File: config.mk
export PLATFORM = sky130hd
export DESIGN_NAME = load_setpoint_protection_transient_ctrl
export DESIGN_NICKNAME = d
export VERILOG_FILES = /design/src/design/load_ctrl_pkg.sv /design/src/design/load_setpoint_protection_transient_ctrl.sv
export VERILOG_INCLUDE_DIRS = /design/src /design/src/design
export SDC_FILE = /design/constraint.sdc
export NUM_CORES = 1
export LEC_CHECK = 0
export BUFFER_PORTS_ARGS = -buffer_cell sky130_fd_sc_hd__buf_2
export CELL_PAD_IN_SITES_DETAIL_PLACEMENT = 0
export CELL_PAD_IN_SITES_GLOBAL_PLACEMENT = 1
export CORE_MARGIN = 2
export CORE_UTILIZATION = 42
export CTS_BUF_LIST = sky130_fd_sc_hd__clkbuf_2 sky130_fd_sc_hd__clkbuf_4 sky130_fd_sc_hd__clkbuf_8
export CTS_CLUSTER_DIAMETER = 150
export DETAILED_ROUTE_END_ITERATION = 12
export PLACE_DENSITY = 0.77
export RECOVER_POWER = 50
export SLEW_MARGIN = 20
export SYNTH_ARGS = -nofsm -noshare
export SYNTH_HDL_FRONTEND = slang
export SYNTH_SLANG_ARGS = --single-unit
File: constraint.sdc
create_clock -name clock_i -period 6 [get_ports clock_i]
set_input_delay 1.2 -clock clock_i [delete_from_list [all_inputs] [get_ports clock_i]]
set_output_delay 1.2 -clock clock_i [all_outputs]
set_load 0.1 [all_outputs]
File: src/design/load_ctrl_defs.svh
// Purpose: Constants for the load module remote-control block.
// Assumes: 100 MHz clock; 16-bit setpoint codes.
// Notes:   Register offsets, field positions, reset values, timing counts.
`ifndef LOAD_CTRL_DEFS_SVH
`define LOAD_CTRL_DEFS_SVH

// Register word offsets on the plain port.
`define A_WATT_LEVEL   5'h00
`define A_WATT_LIMIT   5'h01
`define A_WATT_FAULT   5'h02
`define A_OHM_LEVEL    5'h03
`define A_POTENTIAL_LEVEL_CMD_LEVEL   5'h04
`define A_HI_LIMIT     5'h05
`define A_HI_FAULT     5'h06
`define A_LO_LIMIT     5'h07
`define A_LO_FAULT     5'h08
`define A_MODE         5'h09
`define A_INPUT_ON     5'h0a
`define A_PROT_CLEAR   5'h0b
`define A_CHAN_EVENT   5'h0c
`define A_CHAN_COND    5'h0d
`define A_TRIGGER      5'h0e
`define A_OHM_PEAK     5'h10
`define A_OHM_DUR      5'h11
`define A_OHM_COUNT    5'h12
`define A_OHM_PERIOD   5'h13
`define A_POTENTIAL_LEVEL_CMD_PEAK    5'h14
`define A_POTENTIAL_LEVEL_CMD_DUR     5'h15
`define A_POTENTIAL_LEVEL_CMD_COUNT   5'h16
`define A_POTENTIAL_LEVEL_CMD_PERIOD  5'h17

// Channel event bit positions.
`define EV_VF 0
`define EV_OC 1
`define EV_OP 3
`define EV_OT 4
`define EV_OV 12
`define EV_PS 13

// Transient timing: durations are in units of 0.1 ms.
`define TICK_NS        100000
`define CLK_NS         10
`define TICK_CYC       (`TICK_NS / `CLK_NS)
`define MIN_DUR_US     500
`define MIN_DUR_TICKS  16'h0005
`define MAX_COUNT      16'hfde8
`define DEF_COUNT      16'h0001
`define RST_LEVEL      16'h0000
`endif

File: src/design/load_ctrl_pkg.sv
// Purpose: Types for the load module remote-control block.
// Assumes: Constants come from load_ctrl_defs.svh.
// Notes:   Mode encoding is one-hot.
package load_ctrl_pkg;
  typedef enum logic [6:0] {
    MODE_OFF   = 7'h01,
    MODE_CURR  = 7'h02,
    MODE_WATT  = 7'h04,
    MODE_POTENTIAL_LEVEL_CMD  = 7'h08,
    MODE_OHM   = 7'h10,
    MODE_COND  = 7'h20,
    MODE_SHORT = 7'h40
  } op_mode_e;

  typedef enum logic [2:0] {
    PT_IDLE = 3'h1,
    PT_HIGH = 3'h2,
    PT_LOW  = 3'h4
  } pulse_state_e;

  typedef struct packed {
    logic [15:0] peak;
    logic [15:0] dur;
    logic [15:0] count;
    logic [15:0] period;
  } pulse_cfg_s;

  typedef struct packed {
    logic [15:0] watts;
    logic [15:0] volts;
    logic        over_current;
    logic        over_temp;
  } meas_s;
endpackage : load_ctrl_pkg

File: src/design/load_setpoint_protection_transient_ctrl.sv
// Purpose: Remote-control logic of one load module: setpoints, limits,
//          protection flags, transient pulse trains and channel events.
// Assumes: Plain register port; read data valid the cycle after the strobe.
// Notes:   Non-volatile values enter on nv_* ports and are taken on the first clock after reset releases.
`timescale 1ns/100ps
`include "load_ctrl_defs.svh"

module load_setpoint_protection_transient_ctrl
  import load_ctrl_pkg::*;
(
  input  wire logic        clock_i,
  input  wire logic        rst_b_i,
  input  wire logic [4:0]  addr_i,
  input  wire logic [15:0] wdata_i,
  input  wire logic        wr_i,
  input  wire logic        rd_i,
  output logic      [15:0] rdata_o,
  input  wire meas_s       meas_i,
  input  wire logic [15:0] nv_ohm_i,
  input  wire logic [15:0] nv_potential_level_cmd_i,
  input  wire logic [15:0] nv_hi_i,
  input  wire logic [15:0] nv_lo_i,
  output logic             input_on_o,
  output op_mode_e         mode_o,
  output logic      [15:0] drive_level_o,
  output logic             pulse_active_o
);

  // ****************************************************************
  // Register state
  // ****************************************************************
  logic [15:0] watt_lvl_r, watt_lvl_nxt, watt_lim_r, watt_lim_nxt;
  logic [15:0] ohm_lvl_r, ohm_lvl_nxt, potential_level_cmd_lvl_r, potential_level_cmd_lvl_nxt;
  logic [15:0] hi_lim_r, hi_lim_nxt, lo_lim_r, lo_lim_nxt;
  logic        watt_flt_r, watt_flt_nxt, hi_flt_r, hi_flt_nxt;
  logic        lo_flt_r, lo_flt_nxt, on_r, on_nxt, init_r, init_nxt;
  logic [15:0] event_r, event_nxt, rdata_r, rdata_nxt;
  op_mode_e    mode_r, mode_nxt;
  pulse_cfg_s  ohm_cfg_r, ohm_cfg_nxt, potential_level_cmd_cfg_r, potential_level_cmd_cfg_nxt;
  logic        trig;
  logic        watt_hit, hi_hit, lo_hit;
  logic        clr_all;
  logic [15:0] cond;

  function automatic logic [15:0] clamp_dur(input logic [15:0] d);
    clamp_dur = (d < `MIN_DUR_TICKS) ? `MIN_DUR_TICKS : d;
  endfunction : clamp_dur

  function automatic logic [15:0] clamp_cnt(input logic [15:0] c);
    clamp_cnt = (c == 16'h0000) ? `DEF_COUNT : ((c > `MAX_COUNT) ? `MAX_COUNT : c);
  endfunction : clamp_cnt

  function automatic logic [15:0] clamp_per(input logic [15:0] p,
                                            input logic [15:0] d);
    logic [16:0] least;
    least = {1'b0, d} + {1'b0, `MIN_DUR_TICKS};
    // nonzero period at least duration plus minimum; zero stays zero.
    if (p == 16'h0000)
      clamp_per = 16'h0000;
    else if ({1'b0, p} < least)
      clamp_per = (least[16]) ? 16'hffff : least[15:0];
    else
      clamp_per = p;
  endfunction : clamp_per

  // ****************************************************************
  // Protection detection
  // ****************************************************************
  always_comb
  begin
    watt_hit = on_r && (meas_i.watts > watt_lim_r);
    hi_hit   = meas_i.volts > hi_lim_r;
    lo_hit   = meas_i.volts < lo_lim_r;
    cond = 16'h0000;
    cond[`EV_OC] = meas_i.over_current;
    cond[`EV_OP] = watt_hit;
    cond[`EV_OT] = meas_i.over_temp;
    cond[`EV_OV] = hi_hit;
    cond[`EV_VF] = lo_hit;
    cond[`EV_PS] = watt_hit | hi_hit | lo_hit;
  end

  assign clr_all = wr_i && (addr_i == `A_PROT_CLEAR);
  assign trig    = wr_i && (addr_i == `A_TRIGGER);

  // ****************************************************************
  // Register writes, flags and reads
  // ****************************************************************
  always_comb
  begin
    watt_lvl_nxt = watt_lvl_r;
    watt_lim_nxt = watt_lim_r;
    ohm_lvl_nxt  = ohm_lvl_r;
    potential_level_cmd_lvl_nxt = potential_level_cmd_lvl_r;
    hi_lim_nxt   = hi_lim_r;
    lo_lim_nxt   = lo_lim_r;
    mode_nxt     = mode_r;
    on_nxt       = on_r;
    ohm_cfg_nxt  = ohm_cfg_r;
    potential_level_cmd_cfg_nxt = potential_level_cmd_cfg_r;
    watt_flt_nxt = watt_flt_r;
    hi_flt_nxt   = hi_flt_r;
    lo_flt_nxt   = lo_flt_r;
    event_nxt    = event_r;
    init_nxt     = 1'b0;
    rdata_nxt    = 16'h0000;
    if (init_r)
    begin
      ohm_lvl_nxt  = nv_ohm_i;
      potential_level_cmd_lvl_nxt = nv_potential_level_cmd_i;
      hi_lim_nxt   = nv_hi_i;
      lo_lim_nxt   = nv_lo_i;
    end
    else if (wr_i)
    begin
      case (addr_i)
        `A_WATT_LEVEL: watt_lvl_nxt = wdata_i;
        `A_WATT_LIMIT: watt_lim_nxt = wdata_i;
        `A_OHM_LEVEL:  ohm_lvl_nxt  = wdata_i;
        `A_POTENTIAL_LEVEL_CMD_LEVEL: potential_level_cmd_lvl_nxt = wdata_i;
        `A_HI_LIMIT:   hi_lim_nxt   = wdata_i;
        `A_LO_LIMIT:   lo_lim_nxt   = wdata_i;
        `A_WATT_FAULT: if (wdata_i == 16'h0000) watt_flt_nxt = 1'b0;
        `A_HI_FAULT:   if (wdata_i == 16'h0000) hi_flt_nxt = 1'b0;
        `A_LO_FAULT:   if (wdata_i == 16'h0000) lo_flt_nxt = 1'b0;
        `A_CHAN_COND:  if (wdata_i == 16'h0000) event_nxt = 16'h0000;
        `A_MODE:
        begin
          if (wdata_i[6:0] != mode_r &&
              $onehot(wdata_i[6:0]))
          begin
            mode_nxt = op_mode_e'(wdata_i[6:0]);
            on_nxt   = 1'b0;
          end
        end
        `A_INPUT_ON:   on_nxt = wdata_i[0];
        `A_OHM_PEAK:   ohm_cfg_nxt = '{wdata_i, `MIN_DUR_TICKS, `DEF_COUNT, 16'h0000};
        `A_OHM_DUR:    ohm_cfg_nxt.dur = clamp_dur(wdata_i);
        `A_OHM_COUNT:  ohm_cfg_nxt.count = clamp_cnt(wdata_i);
        `A_OHM_PERIOD: ohm_cfg_nxt.period = clamp_per(wdata_i, ohm_cfg_r.dur);
        `A_POTENTIAL_LEVEL_CMD_PEAK:  potential_level_cmd_cfg_nxt = '{wdata_i, `MIN_DUR_TICKS, `DEF_COUNT, 16'h0000};
        `A_POTENTIAL_LEVEL_CMD_DUR:   potential_level_cmd_cfg_nxt.dur = clamp_dur(wdata_i);
        `A_POTENTIAL_LEVEL_CMD_COUNT: potential_level_cmd_cfg_nxt.count = clamp_cnt(wdata_i);
        `A_POTENTIAL_LEVEL_CMD_PERIOD: potential_level_cmd_cfg_nxt.period = clamp_per(wdata_i, potential_level_cmd_cfg_r.dur);
        default: ;
      endcase
    end
    if (clr_all)
    begin
      watt_flt_nxt = 1'b0;
      hi_flt_nxt   = 1'b0;
      lo_flt_nxt   = 1'b0;
    end
    // Events set after clears so a simultaneous event survives.
    if (watt_hit)
    begin
      watt_flt_nxt = 1'b1;
      on_nxt       = 1'b0;
    end
    if (hi_hit)
      hi_flt_nxt = 1'b1;
    if (lo_hit)
      lo_flt_nxt = 1'b1;
    event_nxt = event_nxt | cond;
    if (rd_i)
    begin
      case (addr_i)
        `A_WATT_LEVEL:  rdata_nxt = watt_lvl_r;
        `A_WATT_LIMIT:  rdata_nxt = watt_lim_r;
        `A_OHM_LEVEL:   rdata_nxt = ohm_lvl_r;
        `A_POTENTIAL_LEVEL_CMD_LEVEL:  rdata_nxt = potential_level_cmd_lvl_r;
        `A_HI_LIMIT:    rdata_nxt = hi_lim_r;
        `A_LO_LIMIT:    rdata_nxt = lo_lim_r;
        `A_WATT_FAULT:  rdata_nxt = {15'h0000, watt_flt_r};
        `A_HI_FAULT:    rdata_nxt = {15'h0000, hi_flt_r};
        `A_LO_FAULT:    rdata_nxt = {15'h0000, lo_flt_r};
        `A_MODE:        rdata_nxt = {9'h000, mode_r};
        `A_INPUT_ON:    rdata_nxt = {15'h0000, on_r};
        `A_CHAN_EVENT:  rdata_nxt = event_r;
        `A_CHAN_COND:   rdata_nxt = cond;
        `A_OHM_PEAK:    rdata_nxt = ohm_cfg_r.peak;
        `A_OHM_DUR:     rdata_nxt = ohm_cfg_r.dur;
        `A_OHM_COUNT:   rdata_nxt = ohm_cfg_r.count;
        `A_OHM_PERIOD:  rdata_nxt = ohm_cfg_r.period;
        `A_POTENTIAL_LEVEL_CMD_PEAK:   rdata_nxt = potential_level_cmd_cfg_r.peak;
        `A_POTENTIAL_LEVEL_CMD_DUR:    rdata_nxt = potential_level_cmd_cfg_r.dur;
        `A_POTENTIAL_LEVEL_CMD_COUNT:  rdata_nxt = potential_level_cmd_cfg_r.count;
        `A_POTENTIAL_LEVEL_CMD_PERIOD: rdata_nxt = potential_level_cmd_cfg_r.period;
        default:        rdata_nxt = 16'h0000;
      endcase
    end
  end

  always_ff @(posedge clock_i)
  begin
    if (!rst_b_i)
    begin
      watt_lvl_r <= `RST_LEVEL;
      watt_lim_r <= 16'hffff;
      ohm_lvl_r  <= `RST_LEVEL;
      potential_level_cmd_lvl_r <= `RST_LEVEL;
      hi_lim_r   <= 16'hffff;
      lo_lim_r   <= `RST_LEVEL;
      mode_r     <= MODE_OFF;
      on_r       <= 1'b0;
      ohm_cfg_r  <= '{`RST_LEVEL, `MIN_DUR_TICKS, `DEF_COUNT, 16'h0000};
      potential_level_cmd_cfg_r <= '{`RST_LEVEL, `MIN_DUR_TICKS, `DEF_COUNT, 16'h0000};
      watt_flt_r <= 1'b0;
      hi_flt_r   <= 1'b0;
      lo_flt_r   <= 1'b0;
      event_r    <= 16'h0000;
      init_r     <= 1'b1;
      rdata_r    <= 16'h0000;
    end
    else
    begin
      watt_lvl_r <= watt_lvl_nxt;
      watt_lim_r <= watt_lim_nxt;
      ohm_lvl_r  <= ohm_lvl_nxt;
      potential_level_cmd_lvl_r <= potential_level_cmd_lvl_nxt;
      hi_lim_r   <= hi_lim_nxt;
      lo_lim_r   <= lo_lim_nxt;
      mode_r     <= mode_nxt;
      on_r       <= on_nxt;
      ohm_cfg_r  <= ohm_cfg_nxt;
      potential_level_cmd_cfg_r <= potential_level_cmd_cfg_nxt;
      watt_flt_r <= watt_flt_nxt;
      hi_flt_r   <= hi_flt_nxt;
      lo_flt_r   <= lo_flt_nxt;
      event_r    <= event_nxt;
      init_r     <= init_nxt;
      rdata_r    <= rdata_nxt;
    end
  end

  // ****************************************************************
  // Transient pulse train
  // ****************************************************************
  pulse_state_e ps_r, ps_nxt;
  logic [13:0]  pre_r, pre_nxt;
  logic [15:0]  tk_r, tk_nxt, rep_r, rep_nxt;
  logic         tick;
  pulse_cfg_s   act;

  always_comb
  begin
    act  = (mode_r == MODE_OHM) ? ohm_cfg_r : potential_level_cmd_cfg_r;
    tick = (pre_r == 14'(`TICK_CYC - 1));
    pre_nxt = (ps_r == PT_IDLE || tick) ? 14'h0000 : pre_r + 14'h0001;
    ps_nxt  = ps_r;
    tk_nxt  = tk_r;
    rep_nxt = rep_r;
    case (ps_r)
      PT_IDLE:
      begin
        // only the trigger starts a train.
        if (trig && on_nxt && (mode_r == MODE_OHM || mode_r == MODE_POTENTIAL_LEVEL_CMD))
        begin
          ps_nxt  = PT_HIGH;
          tk_nxt  = 16'h0000;
          rep_nxt = act.count;
        end
      end
      PT_HIGH:
      begin
        if (tick)
        begin
          tk_nxt = tk_r + 16'h0001;
          if (tk_nxt >= act.dur)
          begin
            rep_nxt = rep_r - 16'h0001;
            // back to base between and after pulses.
            if (rep_nxt == 16'h0000)
              ps_nxt = PT_IDLE;
            else
              ps_nxt = PT_LOW;
          end
        end
      end
      PT_LOW:
      begin
        if (tick)
        begin
          tk_nxt = tk_r + 16'h0001;
          if (tk_nxt >= ((act.period == 16'h0000) ? 16'(act.dur + `MIN_DUR_TICKS) : act.period))
          begin
            ps_nxt = PT_HIGH;
            tk_nxt = 16'h0000;
          end
        end
      end
      default: ps_nxt = PT_IDLE;
    endcase
    if (!on_r)
      ps_nxt = PT_IDLE;
  end

  always_ff @(posedge clock_i)
  begin
    if (!rst_b_i)
    begin
      ps_r  <= PT_IDLE;
      pre_r <= 14'h0000;
      tk_r  <= 16'h0000;
      rep_r <= 16'h0000;
    end
    else
    begin
      ps_r  <= ps_nxt;
      pre_r <= pre_nxt;
      tk_r  <= tk_nxt;
      rep_r <= rep_nxt;
    end
  end

  // ****************************************************************
  // Load drive
  // ****************************************************************
  logic [15:0] drive_r, drive_nxt;

  always_comb
  begin
    case (mode_r)
      // wattage setpoint in wattage mode only.
      MODE_WATT: drive_nxt = watt_lvl_r;
      // ohmic setpoint in ohmic mode only.
      MODE_OHM:  drive_nxt = (ps_r == PT_HIGH) ? ohm_cfg_r.peak : ohm_lvl_r;
      // potential setpoint in potential mode only.
      MODE_POTENTIAL_LEVEL_CMD: drive_nxt = (ps_r == PT_HIGH) ? potential_level_cmd_cfg_r.peak : potential_level_cmd_lvl_r;
      default:   drive_nxt = 16'h0000;
    endcase
    if (!on_r)
      drive_nxt = 16'h0000;
  end

  always_ff @(posedge clock_i)
  begin
    drive_r <= (!rst_b_i) ? 16'h0000 : drive_nxt;
  end

  assign rdata_o        = rdata_r;
  assign input_on_o     = on_r;
  assign mode_o         = mode_r;
  assign drive_level_o  = drive_r;
  assign pulse_active_o = (ps_r == PT_HIGH);

endmodule : load_setpoint_protection_transient_ctrl

==> results.toml <==
[die]
die_x_um = 220
die_y_um = 220
coreArea_sq_um = 46400
num_rows = 79
ios = 164
start_util_pct = 42.4
dieArea_sq_um = 48600

[placement]
pre_cts_ws_ns = 0.822
io_buffer_count = 163
globalplace.congestion = 1.00
dp.cells = 3195
hpwl_um = 66000

[clock_network]
ctsHoldBuffers = 0
clock_sinks = 323
cts_tree = "done"
h-tree-depth = 2
post_cts_resized = 0
cts_buffers = 59
postCtsSetupBuffers = 0
clockBufferDepth = 3
clkLatencyLatePin_ns = 0.73
clkTransAtPathRegs_ns = 0.06
ctsRootBufferMaster = "clkbuf_8"

[finish]
layout.cells.non_filler = 3301
nets = 2893
areaGrowthSynthToFinish_pct = 14.2
drive_gt1_share_pct = 13.1

[drt]
drc_errors = 0
met3_wirelength_um = 10800
vias_per_cell = 6.35
met2_length_um = 38000
antenna_left = 0
dr.pass1.iters = 5
highest_layer = "met4"
dr_total_vias = 21000
drt_iter0_markers = 2833
wl_per_cell_um = 27.6
wl_met1_um = 36300
wirelength_um = 91100

[sta]
holdWs_ns = 0.439
maxSlewViolCount = 85
rsz0062_at_grt = "no"
maxSlewHeadroom_pct = -121
tightest_slew_ns = 3.31
skew_ns = 0.0582
fin_tns_setup_ns = 0
max_freq_mhz = 181
final-setup-viol-count = 0
period_share_pct = 91.9
finalHoldViolCount = 0
period_needed_ns = 5.52
timing.final.ws_setup_ns = 0.483

[grt]
gr-total-overflow = 0
grt_util_all_layers_pct = 37.1
grt_pass1_wl_um = 132000
antenna_found_initial = 4
grt_pass1_vias = 19700
grt_start_max_net_pins = 115

[outcome]
outcome = "finished with violations"
violations = "max-capacitance violations, max-slew violations"

[synth]
yosys_register_bits = 323
synth_top_area_share_pct = 32.9
synth_area_leader_cell = "dfxtp_1"
synthTopCellsByArea = "dfxtp_1, ha_1, a21oi_1"
synth_area_sq_um = 19700
synth_common_cells = "dfxtp_1, nand2_1, nor2_1"
yosysWarnings = 0
ys_seq_area_share_pct = 32.9
syn-instance-count = 2540
avgSynthCellArea_sq_um = 7.75
synthMostInstantiatedCell = "dfxtp_1"
synth_edf_count = 0
synth.distinct_cells = 79
syn_nets = 2784
ys.flop_type = "dfxtp_1"
async_reset_ff_share_pct = 0

[critical_path]
path_cells = "buf_2, clkbuf_1, inv_1, clkbuf_4, nor2_1"
max_stage_delay_ns = 2.44
cp-end-kind = "flop"
path_class = "in -> reg"
r2r-end = "tk_r[0]"
worst_ep_arrival_time_ns = 6.03
crit_family = "buffers and inverters"
critPathRequiredTime_ns = 6.52
worstSetupStartpointType = "input pin"
crit_fanout = 114
critPathBufInv = 4
rrSetupSlack_ns = 0.66
slowest_stage = "inv_1"
worstRegToRegCells = 18
worst_r2r_startpoint = "mode_o[6]"

[pwr]
power_density_nw_per_um2 = 231
leakagePower_nw = 8.70
max-vdd-ir-drop_mv = 0.189

[hold_path]
hp-class = "reg -> reg"
min_to = "pre_r[0]"
worstHoldStart = "pre_r[0]"
holdPathStages = 1

[job]
maxCapViolCount = 1
==> placed cells by master, fill, tap and decap left out, types with 7 or more instances in the layout <==
cell and count:
dfxtp_1 321, nand2_1 302, nor2_1 278, a21oi_1 262, buf_2 130, ha_1 117
mux2i_1 100, inv_1 97, a22oi_1 95, nand3_1 83, clkbuf_8 71, o21ai_0 70
buf_4 69, nand4_1 49, a221oi_1 47, xor2_1 40, xnor2_1 38, clkbuf_1 37
o22ai_1 34, or3_1 34, o211ai_1 30, and3_1 28, nor3_1 27, and2_1 25
a22o_1 24, nor4_1 20, a21o_1 20, clkinv_2 19, a31oi_1 16, nand2b_1 13
o21a_1 12, a32oi_1 9, nor3_2 9, and4_1 8, a211oi_1 8, a222oi_1 7
==> metrics by stage <==
| step | power [mW] | instance area (sq um) | util [%] |
|---|---|---|---|
| finish | 5.19 | 22500 | 48.5 |
| CTS | 5.18 | 22500 | 48.6 |
| detailed placement | 2.75 | 21200 | 45.7 |
| global route | 5.33 | 22500 | 48.5 |
| floorplan | 2.52 | 19700 | - |
| global placement | 2.74 | 21200 | 45.7 |
==> registers in the layout, indices dropped and copies added, names as in the netlist <==
name / count
lo_flt_r: 1
watt_lvl_r: 16
init_r: 1
mode_o: 7
lo_lim_r: 16
ohm_lvl_r: 16
rep_r: 16
potential_level_cmd_cfg_r: 64
drive_level_o: 16
hi_flt_r: 1
ps_r: 3
event_r: 6
hi_lim_r: 16
watt_lim_r: 16
potential_level_cmd_lvl_r: 16
ohm_cfg_r: 64
rdata_o: 16
pre_r: 14
input_on_o: 1
tk_r: 16
watt_flt_r: 1
==> cells by family (layout without fill, tap and decap cells) <==
| kind of cell | after synthesis | in the layout | share of synthesized area, % |
|---|---|---|---|
| mux | 101 | 101 | 5.14 |
| other cells | 0 | 1 | 0 |
| flops | 323 | 323 | 32.9 |
| simple gates | 930 | 930 | 21.8 |
| buf+inv | 288 | 441 | 5.62 |
| fa+ha+maj | 121 | 121 | 7.85 |
| compound gates | 699 | 699 | 23.2 |
| xor+xnor | 78 | 78 | 3.47 |
==> worst max path at each step <==
stage | start | end | slack, ns | cells after the start
after floorplan | mode_o[6] | tk_r[7] | 0.22 | 23
after global placement | mode_o[6] | tk_r[0] | 0.88 | 18
after detailed placement | mode_o[6] | tk_r[0] | 0.82 | 18
after CTS | mode_o[6] | tk_r[0] | 0.78 | 18
after global routing | rst_b_i | potential_level_cmd_cfg_r[17] | 0.26 | 5
final | rst_b_i | potential_level_cmd_cfg_r[17] | 0.48 | 5
==> worst register-to-register path, stage by stage, from the launching register on <==
cell and delay [ns]:
dfxtp_1 0.37, or4_1 0.74, nor2_4 0.33, nand2_1 0.09, nand2_1 0.13, ha_1 0.16
inv_1 0.06, a32oi_1 0.42, nand4_1 0.28, nor3_1 0.29, xnor2_1 0.09, a221oi_1 0.32
ha_1 0.30, nand4_1 0.15, a21oi_1 0.05, or3_1 0.39, o21ai_1 0.28, nand2_1 0.39
o31ai_1 0.33
==> layer usage <==
layer	global-route usage (%)	vias to the layer above
li1	-	9409
met1	49.2	9896
met2	54.3	1364
met3	8.81	284
met4	22.5	0
met5	0	-
==> power breakdown <==
group	switching (mW)	internal, mW	leakage, nW
registers	0.0531	2.18	2.62
clock network	1.09	1.37	0.715
logic	0.331	0.156	5.37
==> final cells by class <==
cell class,count,area (sq um)
clock inverters,29,325
clock buffers,76,1010
inverters,99,372
repair buffers,237,1320
fillers,4634,23900
multi-input cells,1929,12200
well taps,607,759
flip-flops and latches,323,6470
diodes,1,2.50
No activity file was read; power rests on OpenSTA's default activity.
